$ cat src/supervisor_pkg.sv
// Package for the supply supervisor: timing constants, state encoding and carrier structs.
// Assumes a 200 MHz reference clock; all counts are derived from that rate.
package supervisor_pkg;

  // Reference clock rate.
  localparam int unsigned CLK_HZ = 200_000_000;
  localparam int unsigned CLK_PERIOD_PS = 5000;

  // Manual reset glitch rejection time, in ns; a least time, so rounded up.
  localparam int unsigned MANUAL_GLITCH_NS = 100;
  localparam int unsigned MANUAL_GLITCH_CYC = (MANUAL_GLITCH_NS * 1000 + CLK_PERIOD_PS - 1) / CLK_PERIOD_PS;

  // Shortest strobe pulse that must be seen, in ns; a longest sampling gap, so rounded down.
  localparam int unsigned STROBE_PULSE_NS = 50;
  localparam int unsigned STROBE_PULSE_CYC = (STROBE_PULSE_NS * 1000) / CLK_PERIOD_PS;

  // Reset hold period in ms (least time, round up) and watchdog timeout in ms (typical).
  localparam longint unsigned RESET_HOLD_MS = 140;
  localparam longint unsigned RESET_HOLD_CYC = (RESET_HOLD_MS * CLK_HZ + 999) / 1000;
  localparam longint unsigned WD_TIMEOUT_MS = 1600;
  localparam longint unsigned WD_TIMEOUT_CYC = (WD_TIMEOUT_MS * CLK_HZ) / 1000;

  // Counter widths.
  localparam int unsigned CNT_W = 32;
  localparam int unsigned FILT_W = 8;

  // Output state after reset.
  localparam logic RESET_OUT_INIT = 1'b0;

  // Reset output sequencer states.
  typedef enum logic [1:0] {
    ST_ASSERT = 2'b00,
    ST_HOLD = 2'b01,
    ST_RUN = 2'b10
  } out_state_t;

  // Strobe pin as seen by the core: level and whether it is actively driven.
  typedef struct packed {
    logic level;
    logic driven;
  } strobe_pin_t;

  // Status seen by the system around the block.
  typedef struct packed {
    logic cause_supply;
    logic cause_manual;
    logic cause_watchdog;
    logic watchdog_armed;
  } status_t;

endpackage : supervisor_pkg

$ cat src/glitch_filter.sv
// Synchroniser plus low-glitch filter for the active-low manual reset input.
// Assumes the input may be asynchronous; a low must persist more than REJECT_CYC cycles to pass.
`timescale 1ns/1ps
module glitch_filter #(
  parameter int unsigned REJECT_CYC = supervisor_pkg::MANUAL_GLITCH_CYC
) (
  // Clock and reset
  input wire logic i_ref_clk,
  input wire logic i_nrst,
  // Raw and filtered level
  input wire logic i_raw_n,
  output logic o_filt_n
);
  import supervisor_pkg::*;

  logic meta_r;
  logic sync_r;
  logic [FILT_W-1:0] low_cnt_r;
  logic [FILT_W-1:0] low_cnt_nxt;
  logic filt_r;
  logic low_long;

  assign low_long = (low_cnt_r >= FILT_W'(REJECT_CYC));
  assign low_cnt_nxt = sync_r ? '0 : (low_long ? low_cnt_r : low_cnt_r + 8'h01);
  assign o_filt_n = filt_r;

  always_ff @(posedge i_ref_clk)
  begin
    if (!i_nrst)
    begin
      meta_r <= 1'b1;
      sync_r <= 1'b1;
      low_cnt_r <= '0;
      filt_r <= 1'b1;
    end
    else
    begin
      meta_r <= i_raw_n;
      sync_r <= meta_r;
      low_cnt_r <= low_cnt_nxt;
      // Lows shorter than the reject time never reach the output; highs pass at once.
      filt_r <= sync_r | ~low_long;
    end
  end

  glitch_reject_a: assert property (@(posedge i_ref_clk) disable iff (!i_nrst)
    $fell(o_filt_n) |-> $past(low_cnt_r) >= FILT_W'(REJECT_CYC))
    else $error("Manual reset passed before the reject time.");

endmodule : glitch_filter

$ cat src/supply_supervisor_watchdog_reset.sv
// Supervisory reset generator: undervoltage, manual reset and watchdog causes, fixed hold.
// Assumes i_supply_low comes from an analog comparator as a logic level, and that the pin
// front end reports whether the strobe pin is actively driven (window comparator).
//
// Notes on behaviour
// - Reset active for undervoltage, manual low, watchdog expiry.
// - Hold reset a fixed period after cause ends.
// - Reset output active-low, always driven.
// - Manual low asserts; rising edge starts hold.
// - Manual input ignores short low glitches.
// - Each strobe edge clears the watchdog counter.
// - Any reset assertion clears the watchdog counter.
// - Watchdog held cleared while reset is asserted.
// - Floating strobe disconnects watchdog from reset.
`timescale 1ns/1ps
module supply_supervisor_watchdog_reset #(
  parameter longint unsigned HOLD_CYC = supervisor_pkg::RESET_HOLD_CYC,
  parameter longint unsigned WD_CYC = supervisor_pkg::WD_TIMEOUT_CYC,
  parameter int unsigned MANUAL_REJECT_CYC = supervisor_pkg::MANUAL_GLITCH_CYC
) (
  // Clock and reset
  input wire logic i_ref_clk,
  input wire logic i_nrst,
  // Reset causes
  input wire logic i_supply_low,
  input wire logic i_manual_reset_n,
  input wire supervisor_pkg::strobe_pin_t i_watchdog_strobe_in,
  // Reset to the host processor
  output logic o_host_reset_n,
  output logic o_host_reset_oe,
  // Status
  output supervisor_pkg::status_t o_status
);
  import supervisor_pkg::*;

  logic sup_meta_r;
  logic sup_sync_r;
  logic man_filt_n;
  logic [1:0] stb_meta_r;
  logic [1:0] stb_sync_r;
  logic stb_prev_r;
  logic stb_edge;
  logic stb_armed;
  logic [CNT_W-1:0] wd_cnt_r;
  logic [CNT_W-1:0] wd_cnt_nxt;
  logic wd_expire;
  logic [CNT_W-1:0] hold_cnt_r;
  logic [CNT_W-1:0] hold_cnt_nxt;
  logic hold_done;
  logic cause_any;
  logic wd_fire_r;
  out_state_t state_r;
  out_state_t state_nxt;
  logic reset_n_r;
  status_t status_r;

  // Undervoltage level synchroniser.
  always_ff @(posedge i_ref_clk)
  begin
    if (!i_nrst)
    begin
      sup_meta_r <= 1'b1;
      sup_sync_r <= 1'b1;
    end
    else
    begin
      sup_meta_r <= i_supply_low;
      sup_sync_r <= sup_meta_r;
    end
  end

  // Manual reset synchroniser and low-glitch filter.
  glitch_filter #(
    .REJECT_CYC(MANUAL_REJECT_CYC)
  ) u_manual_filter (
    .i_ref_clk(i_ref_clk),
    .i_nrst(i_nrst),
    .i_raw_n(i_manual_reset_n),
    .o_filt_n(man_filt_n)
  );

  // Strobe level and drive-detect synchronisers; sampled every 5 ns, so 50 ns pulses are seen.
  always_ff @(posedge i_ref_clk)
  begin
    if (!i_nrst)
    begin
      stb_meta_r <= 2'h0;
      stb_sync_r <= 2'h0;
      stb_prev_r <= 1'b0;
    end
    else
    begin
      stb_meta_r <= {i_watchdog_strobe_in.driven, i_watchdog_strobe_in.level};
      stb_sync_r <= stb_meta_r;
      stb_prev_r <= stb_sync_r[0];
    end
  end

  assign stb_edge = stb_sync_r[0] ^ stb_prev_r;
  assign stb_armed = stb_sync_r[1];

  // Watchdog counter: cleared by strobe edges and whenever reset is active.
  assign wd_expire = (wd_cnt_r >= CNT_W'(WD_CYC - 1));
  assign wd_cnt_nxt = (!reset_n_r || stb_edge || wd_expire) ? '0 : wd_cnt_r + 32'h1;

  always_ff @(posedge i_ref_clk)
  begin
    if (!i_nrst)
    begin
      wd_cnt_r <= '0;
      wd_fire_r <= 1'b0;
    end
    else
    begin
      wd_cnt_r <= wd_cnt_nxt;
      // An expiry only reaches the reset logic while the strobe pin is driven.
      wd_fire_r <= wd_expire && stb_armed && reset_n_r && !stb_edge;
    end
  end

  // Output sequencer.
  assign cause_any = sup_sync_r || !man_filt_n || wd_fire_r;
  assign hold_done = (hold_cnt_r >= CNT_W'(HOLD_CYC - 1));

  always_comb
  begin
    state_nxt = state_r;
    hold_cnt_nxt = '0;
    case (state_r)
      ST_ASSERT:
      begin
        if (!cause_any)
        begin
          state_nxt = ST_HOLD;
        end
      end
      ST_HOLD:
      begin
        if (cause_any)
        begin
          state_nxt = ST_ASSERT;
        end
        else if (hold_done)
        begin
          state_nxt = ST_RUN;
        end
        else
        begin
          hold_cnt_nxt = hold_cnt_r + 32'h1;
        end
      end
      ST_RUN:
      begin
        if (cause_any)
        begin
          state_nxt = ST_ASSERT;
        end
      end
      default:
      begin
        state_nxt = ST_ASSERT;
      end
    endcase
  end

  always_ff @(posedge i_ref_clk)
  begin
    if (!i_nrst)
    begin
      state_r <= ST_ASSERT;
      hold_cnt_r <= '0;
      reset_n_r <= RESET_OUT_INIT;
      status_r <= '0;
    end
    else
    begin
      state_r <= state_nxt;
      hold_cnt_r <= hold_cnt_nxt;
      reset_n_r <= (state_nxt == ST_RUN);
      status_r <= '{cause_supply: sup_sync_r, cause_manual: !man_filt_n,
                    cause_watchdog: wd_fire_r, watchdog_armed: stb_armed};
    end
  end

  // Push-pull output: always driven.
  assign o_host_reset_n = reset_n_r;
  assign o_host_reset_oe = 1'b1;
  assign o_status = status_r;

  supply_asserts_a: assert property (@(posedge i_ref_clk) disable iff (!i_nrst)
    sup_sync_r |=> !o_host_reset_n)
    else $error("Reset not asserted during undervoltage.");

  manual_asserts_a: assert property (@(posedge i_ref_clk) disable iff (!i_nrst)
    !man_filt_n |=> !o_host_reset_n)
    else $error("Reset not asserted during manual reset.");

  hold_min_a: assert property (@(posedge i_ref_clk) disable iff (!i_nrst)
    $rose(o_host_reset_n) |-> $past(hold_cnt_r) == CNT_W'(HOLD_CYC - 1))
    else $error("Reset released before the full hold period.");

  wd_cleared_a: assert property (@(posedge i_ref_clk) disable iff (!i_nrst)
    !o_host_reset_n |=> wd_cnt_r == '0)
    else $error("Watchdog counted while reset was active.");

  strobe_clear_a: assert property (@(posedge i_ref_clk) disable iff (!i_nrst)
    stb_edge |=> wd_cnt_r == '0)
    else $error("Strobe edge did not clear the watchdog.");

  float_blocks_a: assert property (@(posedge i_ref_clk) disable iff (!i_nrst)
    !$past(stb_armed) |-> !wd_fire_r)
    else $error("Watchdog fired with strobe floating.");

  wd_fires_a: assert property (@(posedge i_ref_clk) disable iff (!i_nrst)
    (wd_expire && stb_armed && reset_n_r && !stb_edge) |=> ##1 !o_host_reset_n)
    else $error("Watchdog expiry did not assert reset.");

  always_driven_a: assert property (@(posedge i_ref_clk) disable iff (!i_nrst)
    o_host_reset_oe && (o_host_reset_n == (state_r == ST_RUN)))
    else $error("Reset output not driven or of wrong polarity.");

  release_cover: cover property (@(posedge i_ref_clk) disable iff (!i_nrst) $rose(o_host_reset_n));
  wd_cover: cover property (@(posedge i_ref_clk) disable iff (!i_nrst) wd_fire_r);
  manual_cover: cover property (@(posedge i_ref_clk) disable iff (!i_nrst) $fell(man_filt_n));
  hold_abort_cover: cover property (@(posedge i_ref_clk) disable iff (!i_nrst)
    state_r == ST_HOLD && cause_any);

endmodule : supply_supervisor_watchdog_reset

$ cat config.mk
export PLATFORM = sky130hd
export DESIGN_NAME = supply_supervisor_watchdog_reset
export DESIGN_NICKNAME = d
export VERILOG_FILES = /design/src/supervisor_pkg.sv /design/src/glitch_filter.sv /design/src/supply_supervisor_watchdog_reset.sv
export SDC_FILE = /design/constraint.sdc
export NUM_CORES = 1
export LEC_CHECK = 0
export BUFFER_PORTS_ARGS = -buffer_cell sky130_fd_sc_hd__buf_2
export CORE_ASPECT_RATIO = 1.2
export CORE_MARGIN = 2
export CORE_UTILIZATION = 52
export CTS_BUF_LIST = sky130_fd_sc_hd__clkbuf_4 sky130_fd_sc_hd__clkbuf_8
export CTS_CLUSTER_SIZE = 8
export DETAILED_ROUTE_END_ITERATION = 10
export HOLD_SLACK_MARGIN = 0.1
export PLACE_DENSITY = 0.69
export RECOVER_POWER = 50
export SLEW_MARGIN = 10
export SYNTH_ARGS = -nofsm -noshare
export SYNTH_HDL_FRONTEND = slang
export SYNTH_SLANG_ARGS = --single-unit
export TNS_END_PERCENT = 30
$ cat constraint.sdc
create_clock -name i_ref_clk -period 2.9 [get_ports i_ref_clk]
set_clock_uncertainty 0.15 [all_clocks]
set_input_delay 0.145 -clock i_ref_clk [delete_from_list [all_inputs] [get_ports i_ref_clk]]
set_output_delay 0.145 -clock i_ref_clk [all_outputs]
set_load 0.005 [all_outputs]
==> results.tsv, run 1 <==
stage	metric	value	unit
clock_tree	postcts setup bufs	0	
timing	final hold vios	0	
yosys	FF+latch count, synth	90	
worst_setup_path	Worst Setup EP	wd_cnt_r[4]	
floorplanning	Die W	82.5	microns
finish	Final Util	59.3	%
timing	fin. max-slew vios	0	
global_route	vias in the first global route	2870	
timing	final worst-path setup slack	0.390	ns
yosys	sequential share of the synthesized area	46.8	%
timing	worst rel slew slack	38.9	%
worst_setup_path	R2R setup slack	0.39	ns
detailed_routing	initial DRC count	112	
timing	Min Clock Period, post-route	2.51	ns
detailed_routing	DRT Wirelength	7110	microns
flow_run	Max-Cap Viols	0	
worst_setup_path	r2r startpoint	wd_cnt_r[0]	
detailed_routing	DR WL met3	172	microns
worst_setup_path	crit path max fanout	25	
floorplanning	Die Y	98.2	microns
detailed_routing	wl on met1	3470	microns
yosys	Mapped Cells	406	
floorplanning	I/O pin count	12	
clock_tree	clock sinks	90	
power_and_ir_drop	Power Total	2.21	mW
yosys	Post-synth EDFFs	0	
yosys	Synth Warn #	0	
place	Port Buf Inserts	10	
clock_tree	CTS clock-pin slew for the worst setup and hold paths	0.09	ns
global_route	GR Overflow Total	0	
detailed_routing	routed len/inst	13.5	microns
outcome	status	finished, final reports clean	
yosys	Yosys cell types	45	
clock_tree	cts bufs inserted	9	
worst_setup_path	worst stage delay on the critical path	0.48	ns
place	Placer Congestion	0.765	
worst_setup_path	crit path from	wd_cnt_r[0]	
place	Final HPWL DP	4710	microns
clock_tree	cts hold-fix bufs	9	
yosys	Post-synth ARST share	0	%
worst_setup_path	CP max-delay cell	clkbuf_2	
global_route	total track usage	19.5	%
detailed_routing	Residual DRC	0	
floorplanning	full die area	8110	sq um
clock_tree	Max Root-Sink Buffers	2	
timing	RSZ-0062 raised after global routing	false	
floorplanning	FP Rows	34	
worst_setup_path	critical path's top delay family	buffers and inverters	
detailed_routing	vias per cell	5.73	
detailed_routing	max layer used	met4	
finish	layout overhead on the synthesized area	11.5	%
worst_setup_path	Worst EP arrival	2.55	ns
power_and_ir_drop	PD cells	516	nW/um^2
power_and_ir_drop	Lkg Pwr	1.37	nW
global_route	initial antenna violation count	0	
power_and_ir_drop	Max VDD drop	0.322	mV
timing	Worst Tran Pin Value	0.917	ns
global_route	largest net degree at the start of global routing	30	
timing	Final Setup Violations	0	
timing	fmax	398	MHz
clock_tree	CTS tree	done	
clock_tree	Post-CTS Resized	0	
yosys	Post-Synthesis Cell Area	3850	sq um
timing	Setup TNS	0	ns
detailed_routing	ANT nets after route	0	
finish	antenna cells	0	
worst_setup_path	CP Buf/Inv Count	2	
global_route	first-pass GRT wire length	12600	microns
detailed_routing	met2 WL	3390	microns
worst_setup_path	RR Endpoint	wd_cnt_r[4]	
finish	fin nets	440	
worst_setup_path	crit start category	flop	
worst_setup_path	Setup Crit Path Kind	reg -> reg	
yosys	Syn Area/Cell	9.48	sq um
detailed_routing	drt first pass iters	4	
min_path	worst hold path class	reg -> reg	
detailed_routing	vias post-DR	3009	
place	dpl ws	0.503	ns
clock_tree	Root Buffer	clkbuf_8	
floorplanning	starting density of the core	53.2	%
floorplanning	Core Region	7230	sq um
yosys	dominant synthesized flop cell	dfxtp_1	
worst_setup_path	r2r worst-path depth	7	
worst_setup_path	number of cells on the critical path	7	
worst_setup_path	crit-path cells	ha_1 > nand4_1 > nor4_1 > clkbuf_1 > o2111a_1 > clkbuf_2 > nor3_1	
timing	Tcrit/Tclk final	86.6	%
worst_setup_path	WP data required	2.94	ns
clock_tree	Worst-Skew Late Latency	0.35	ns
finish	layout cells sized above 1	8.28	%
worst_setup_path	CP Capture Type	flop	
clock_tree	# H-tree levels	3	
==> placed cells by master (no fill, tap or decap), types with 8 or more instances in the layout <==
master and count:
nand2_1 20, and4_1 8, nor4_1 21, xor2_1 17
or3_1 19, clkbuf_8 9, or4_1 8, conb_1 11
nand3_1 28, xnor2_1 13, o21ai_0 20, nand4_1 16
nor3_1 17, and2_1 8, dlygate4sd3_1 9, a211oi_1 16
a2111oi_0 10, inv_1 10, dfxtp_1 90
==> how the worst min path moves through the flow <==
stage | to | cells after the start | slack [ns] | start
4_1_cts | u_manual_filter.sync_r | 1 | 0.27 | u_manual_filter.meta_r
5_1_grt | u_manual_filter.sync_r | 1 | 0.31 | u_manual_filter.meta_r
6_report | u_manual_filter.sync_r | 1 | 0.27 | u_manual_filter.meta_r
3_3_place_gp | sup_meta_r | 2 | 0.18 | i_supply_low
3_5_place_dp | sup_meta_r | 2 | 0.18 | i_supply_low
2_1_floorplan | u_manual_filter.sync_r | 1 | 0.07 | i_nrst
==> worst reg2reg max path, delay by kind of cell, from the launching register on <==
| kind | cells | cell delay, ns |
|---|---|---|
| buffers and inverters | 2 | 0.71 |
| AO/OA/AOI/OAI | 1 | 0.33 |
| adder cells (fa/ha/maj) | 1 | 0.24 |
| AND/OR/NAND/NOR | 3 | 0.55 |
| flip-flops | 1 | 0.39 |
==> metrics by stage <==
step           cells  cell area (sq um)  hold WS (ns)
2_1_floorplan    415               3880        0.0680
3_3_place_gp     500               3990         0.178
3_5_place_dp     500               3990         0.180
4_1_cts          525               4300         0.270
5_1_grt          525               4290         0.309
6_report         525               4290         0.268
==> area by class of cell <==
| type | instances | area, sq um |
|---|---|---|
| clock buffers | 10 | 131 |
| flip-flops and latches | 90 | 1800 |
| repair buffers | 24 | 165 |
| clock inverters | 6 | 90.1 |
| multi-input cells | 295 | 1950 |
| fillers | 656 | 2940 |
| inverters | 10 | 37.5 |
| well taps | 90 | 113 |
==> Yosys cell counts (3+ instances only) <==
library cell  instances  area share, %
a2111oi_0            10            2.3
a211oi_1             16            3.1
a21oi_1               4           0.52
and2_1               13            2.1
and3_1                4           0.65
and4_1                8            1.8
buf_2                 5           0.65
clkbuf_1             12            1.2
dfxtp_1              90             47
ha_1                  4            1.3
inv_1                10           0.98
nand2_1              20            2.0
nand2b_1              6           0.98
nand3_1              28            3.6
nand4_1              16            2.6
nand4_2               3           0.98
nor2_1                6           0.59
nor2b_1               5           0.81
nor3_1               17            2.2
nor4_1               21            3.4
o21ai_0              20            2.6
o31ai_1               6            1.2
or3_1                19            3.1
or4_1                 8            1.6
xnor2_1              13            3.0
xor2_1               17            3.9
==> flip-flops by register name, summed over array words and instances, names as in the netlist, 2 cells and up <==
| register | flops |
|---|---|
| hold_cnt_r | 32 |
| o_status | 4 |
| state_r | 2 |
| stb_meta_r | 2 |
| stb_sync_r | 2 |
| u_manual_filter.low_cnt_r | 8 |
| wd_cnt_r | 32 |
==> where the power goes <==
group / switching, mW / internal [mW]
clock network: 0.431 / 0.498
registers: 0.00477 / 1.25
logic: 0.0132 / 0.0179
==> metal layers <==
metal	up-vias	global-route usage, %
met2	29	32.5
met5	-	0
li1	1561	-
met1	1410	24.6
met3	9	4.44
met4	0	6.05
==> logic make-up (layout without fill, tap and decap cells) <==
logic type                 count (synthesis)  in the layout  synth area share (%)
xor gates and xnor gates                  30             30                  6.83
and+or+nand+nor                          183            183                  28.8
AOI/OAI and AO/OA                         67             67                  12.7
other                                      2             11                 0.195
adders and majority gates                  4              4                  1.30
buffers and inverters                     30             50                  3.32
DFF                                       90             90                  46.8
No activity file was read; power rests on OpenSTA's default activity.
==> run 2, diff against run 1 <==
- CELL_PAD_IN_SITES_DETAIL_PLACEMENT: default -> 1
- CELL_PAD_IN_SITES_GLOBAL_PLACEMENT: default -> 1
- CORE_UTILIZATION: 52 -> 50
- PLACE_DENSITY: 0.69 -> default
- PLACE_DENSITY_LB_ADDON: default -> 0.1
==> results.tsv, run 2 (same netlist as run 1, synthesis figures left out) <==
stage	metric	value	unit	change
floorplanning	Die W	84.1	microns	+1.9%
worst_setup_path	crit start category	input pin		
timing	Worst Tran Pin Value	0.991	ns	+0.0738 ns
worst_setup_path	r2r worst-path depth	5		-2
min_path	Hold Path End	o_status[2]		
worst_setup_path	RR Endpoint	wd_cnt_r[26]		
worst_setup_path	Setup Crit Path Kind	in -> reg		
finish	fin nets	440		unchanged
clock_tree	Root Buffer	clkbuf_8		
floorplanning	I/O pin count	12		unchanged
global_route	initial antenna violation count	0		unchanged
worst_setup_path	crit-path cells	dlygate4sd3_1 > clkbuf_1 > and4bb_2 > nor2b_1 > nand2_1 > clkbuf_2 > a2111oi_0		
power_and_ir_drop	PD cells	499	nW/um^2	-3.4%
worst_setup_path	crit path max fanout	25		unchanged
worst_setup_path	CP max-delay cell	dlygate4sd3_1		
timing	RSZ-0062 raised after global routing	false		
worst_setup_path	worst stage delay on the critical path	0.53	ns	+0.05 ns
detailed_routing	initial DRC count	88		-21%
flow_run	Max-Cap Viols	0		unchanged
place	dpl ws	0.467	ns	-0.0357 ns
global_route	GR Overflow Total	0		unchanged
worst_setup_path	CP Buf/Inv Count	3		+1
detailed_routing	ANT nets after route	0		unchanged
place	dpl cell area	4000	sq um	+0.28%
min_path	worst hold path class	reg -> reg		
worst_setup_path	critical path's top delay family	buffers and inverters		
clock_tree	# H-tree levels	3		unchanged
outcome	status	finished, final reports clean		
global_route	total track usage	21.7	%	+2.3 points
min_path	worst hold stages	1		unchanged
place	Port Buf Inserts	10		unchanged
timing	final hold vios	0		unchanged
finish	biggest regs	hold_cnt_r (32), wd_cnt_r (32), u_manual_filter.low_cnt_r (8)		
global_route	vias in the first global route	3249		+13%
global_route	first-pass GRT wire length	15000	microns	+19%
power_and_ir_drop	Max VDD drop	0.278	mV	-13%
finish	FILL cells	895		+36%
floorplanning	full die area	8420	sq um	+3.8%
clock_tree	CTS tree	done		
clock_tree	clock sinks	90		unchanged
finish	layout cells sized above 1	8.74	%	+0.46 points
worst_setup_path	r2r startpoint	wd_cnt_r[0]		
place	Final HPWL DP	5740	microns	+22%
timing	Setup TNS	0	ns	unchanged
place	Placer Congestion	0.781		+2.1%
timing	Final Setup Violations	0		unchanged
floorplanning	starting density of the core	50.8	%	-2.4 points
timing	final worst-path setup slack	0.424	ns	+0.0342 ns
min_path	hold wc startpoint	u_manual_filter.o_filt_n		
clock_tree	Worst-Skew Late Latency	0.37	ns	+0.02 ns
worst_setup_path	WP data required	3.01	ns	+0.07 ns
worst_setup_path	Worst EP arrival	2.58	ns	+0.03 ns
floorplanning	FP Rows	35		+2.9%
timing	Min Clock Period, post-route	2.48	ns	-0.0342 ns
detailed_routing	Residual DRC	0		unchanged
detailed_routing	DRT Wirelength	8570	microns	+20%
worst_setup_path	R2R setup slack	0.46	ns	+0.07 ns
detailed_routing	vias per cell	6.05		+5.6%
worst_setup_path	CP Capture Type	flop		
timing	fmax	404	MHz	+1.4%
finish	antenna cells	0		unchanged
detailed_routing	vias post-DR	3189		+6.0%
finish	most common cell after layout, fill and taps aside	dfxtp_1		
clock_tree	cts bufs inserted	9		unchanged
clock_tree	Post-CTS Resized	0		unchanged
clock_tree	CTS clock-pin slew for the worst setup and hold paths	0.10	ns	about the same
place	Placed Cells	502		+0.40%
timing	worst rel slew slack	33.9	%	-4.9 points
detailed_routing	routed len/inst	16.3	microns	+20%
finish	commonest non-fill, non-tap cells in the layout	90 x dfxtp_1, 28 x nand3_1, 21 x nor4_1		
timing	Tcrit/Tclk final	85.4	%	-1.2 points
timing	fin. max-slew vios	0		unchanged
detailed_routing	drt first pass iters	4		unchanged
floorplanning	Core Region	7580	sq um	+4.8%
finish	Design Area, Final	4270	sq um	-0.38%
finish	layout overhead on the synthesized area	11.1	%	
power_and_ir_drop	Lkg Pwr	1.38	nW	+0.64%
clock_tree	Max Root-Sink Buffers	2		unchanged
global_route	largest net degree at the start of global routing	30		unchanged
finish	Non-Filler Instances	527		+0.38%
floorplanning	Die Y	100	microns	+1.9%
## run 2: layout make-up
type	count	area, sq um	share of cell area [%]
Timing Repair Buffer	24	168	3.92
Sequential cell	90	1800	42.2
Clock inverter	7	67.6	1.58
Tap cell	92	115	2.69
Multi-Input combinational cell	295	1960	45.9
Clock buffer	9	124	2.90
Inverter	10	37.5	0.878
## run 2: timing repair
item / CTS / global route
endpoints found under the hold margin: 14 / 0
buffers inserted: 0 / 0
hold buffers: 9 / 0
## run 2: per-stage QoR
step                      util (%)  total power [mW]  hold slack, ns
after floorplan                  -              1.30          0.0680
after global placement        52.8              1.31           0.175
after detailed placement      52.8              1.31           0.183
after CTS                     56.5              2.16           0.272
after global routing          56.4              2.22           0.281
final                         56.4              2.13           0.273
## run 2: layer usage
metal / GRT usage, % / share of wire [%] / up-vias
met5: 0 / 0 / -
met3: 4.69 / 2.0 / 16
met2: 38.6 / 52 / 33
met4: 8.31 / 1.9 / 0
li1: - / - / 1569
met1: 25.6 / 44 / 1571
## run 2: worst max path at each step
| stage | startpoint | endpoint | slack [ns] | depth (start not counted) |
|---|---|---|---|---|
| after floorplan | wd_cnt_r[0] | wd_cnt_r[18] | 0.73 | 6 |
| after detailed placement | wd_cnt_r[0] | wd_cnt_r[22] | 0.47 | 5 |
| final | i_nrst | hold_cnt_r[24] | 0.42 | 7 |
| after CTS | wd_cnt_r[0] | wd_cnt_r[22] | 0.46 | 5 |
| after global placement | wd_cnt_r[0] | wd_cnt_r[24] | 0.56 | 5 |
| after global routing | i_nrst | hold_cnt_r[21] | 0.19 | 7 |
## run 2: power breakdown
part	total (mW)	switching [mW]	leakage (nW)	internal (mW)
sequential	1.25	0.00481	0.731	1.25
clock	0.844	0.507	0.0962	0.337
combinational	0.0323	0.0145	0.555	0.0177
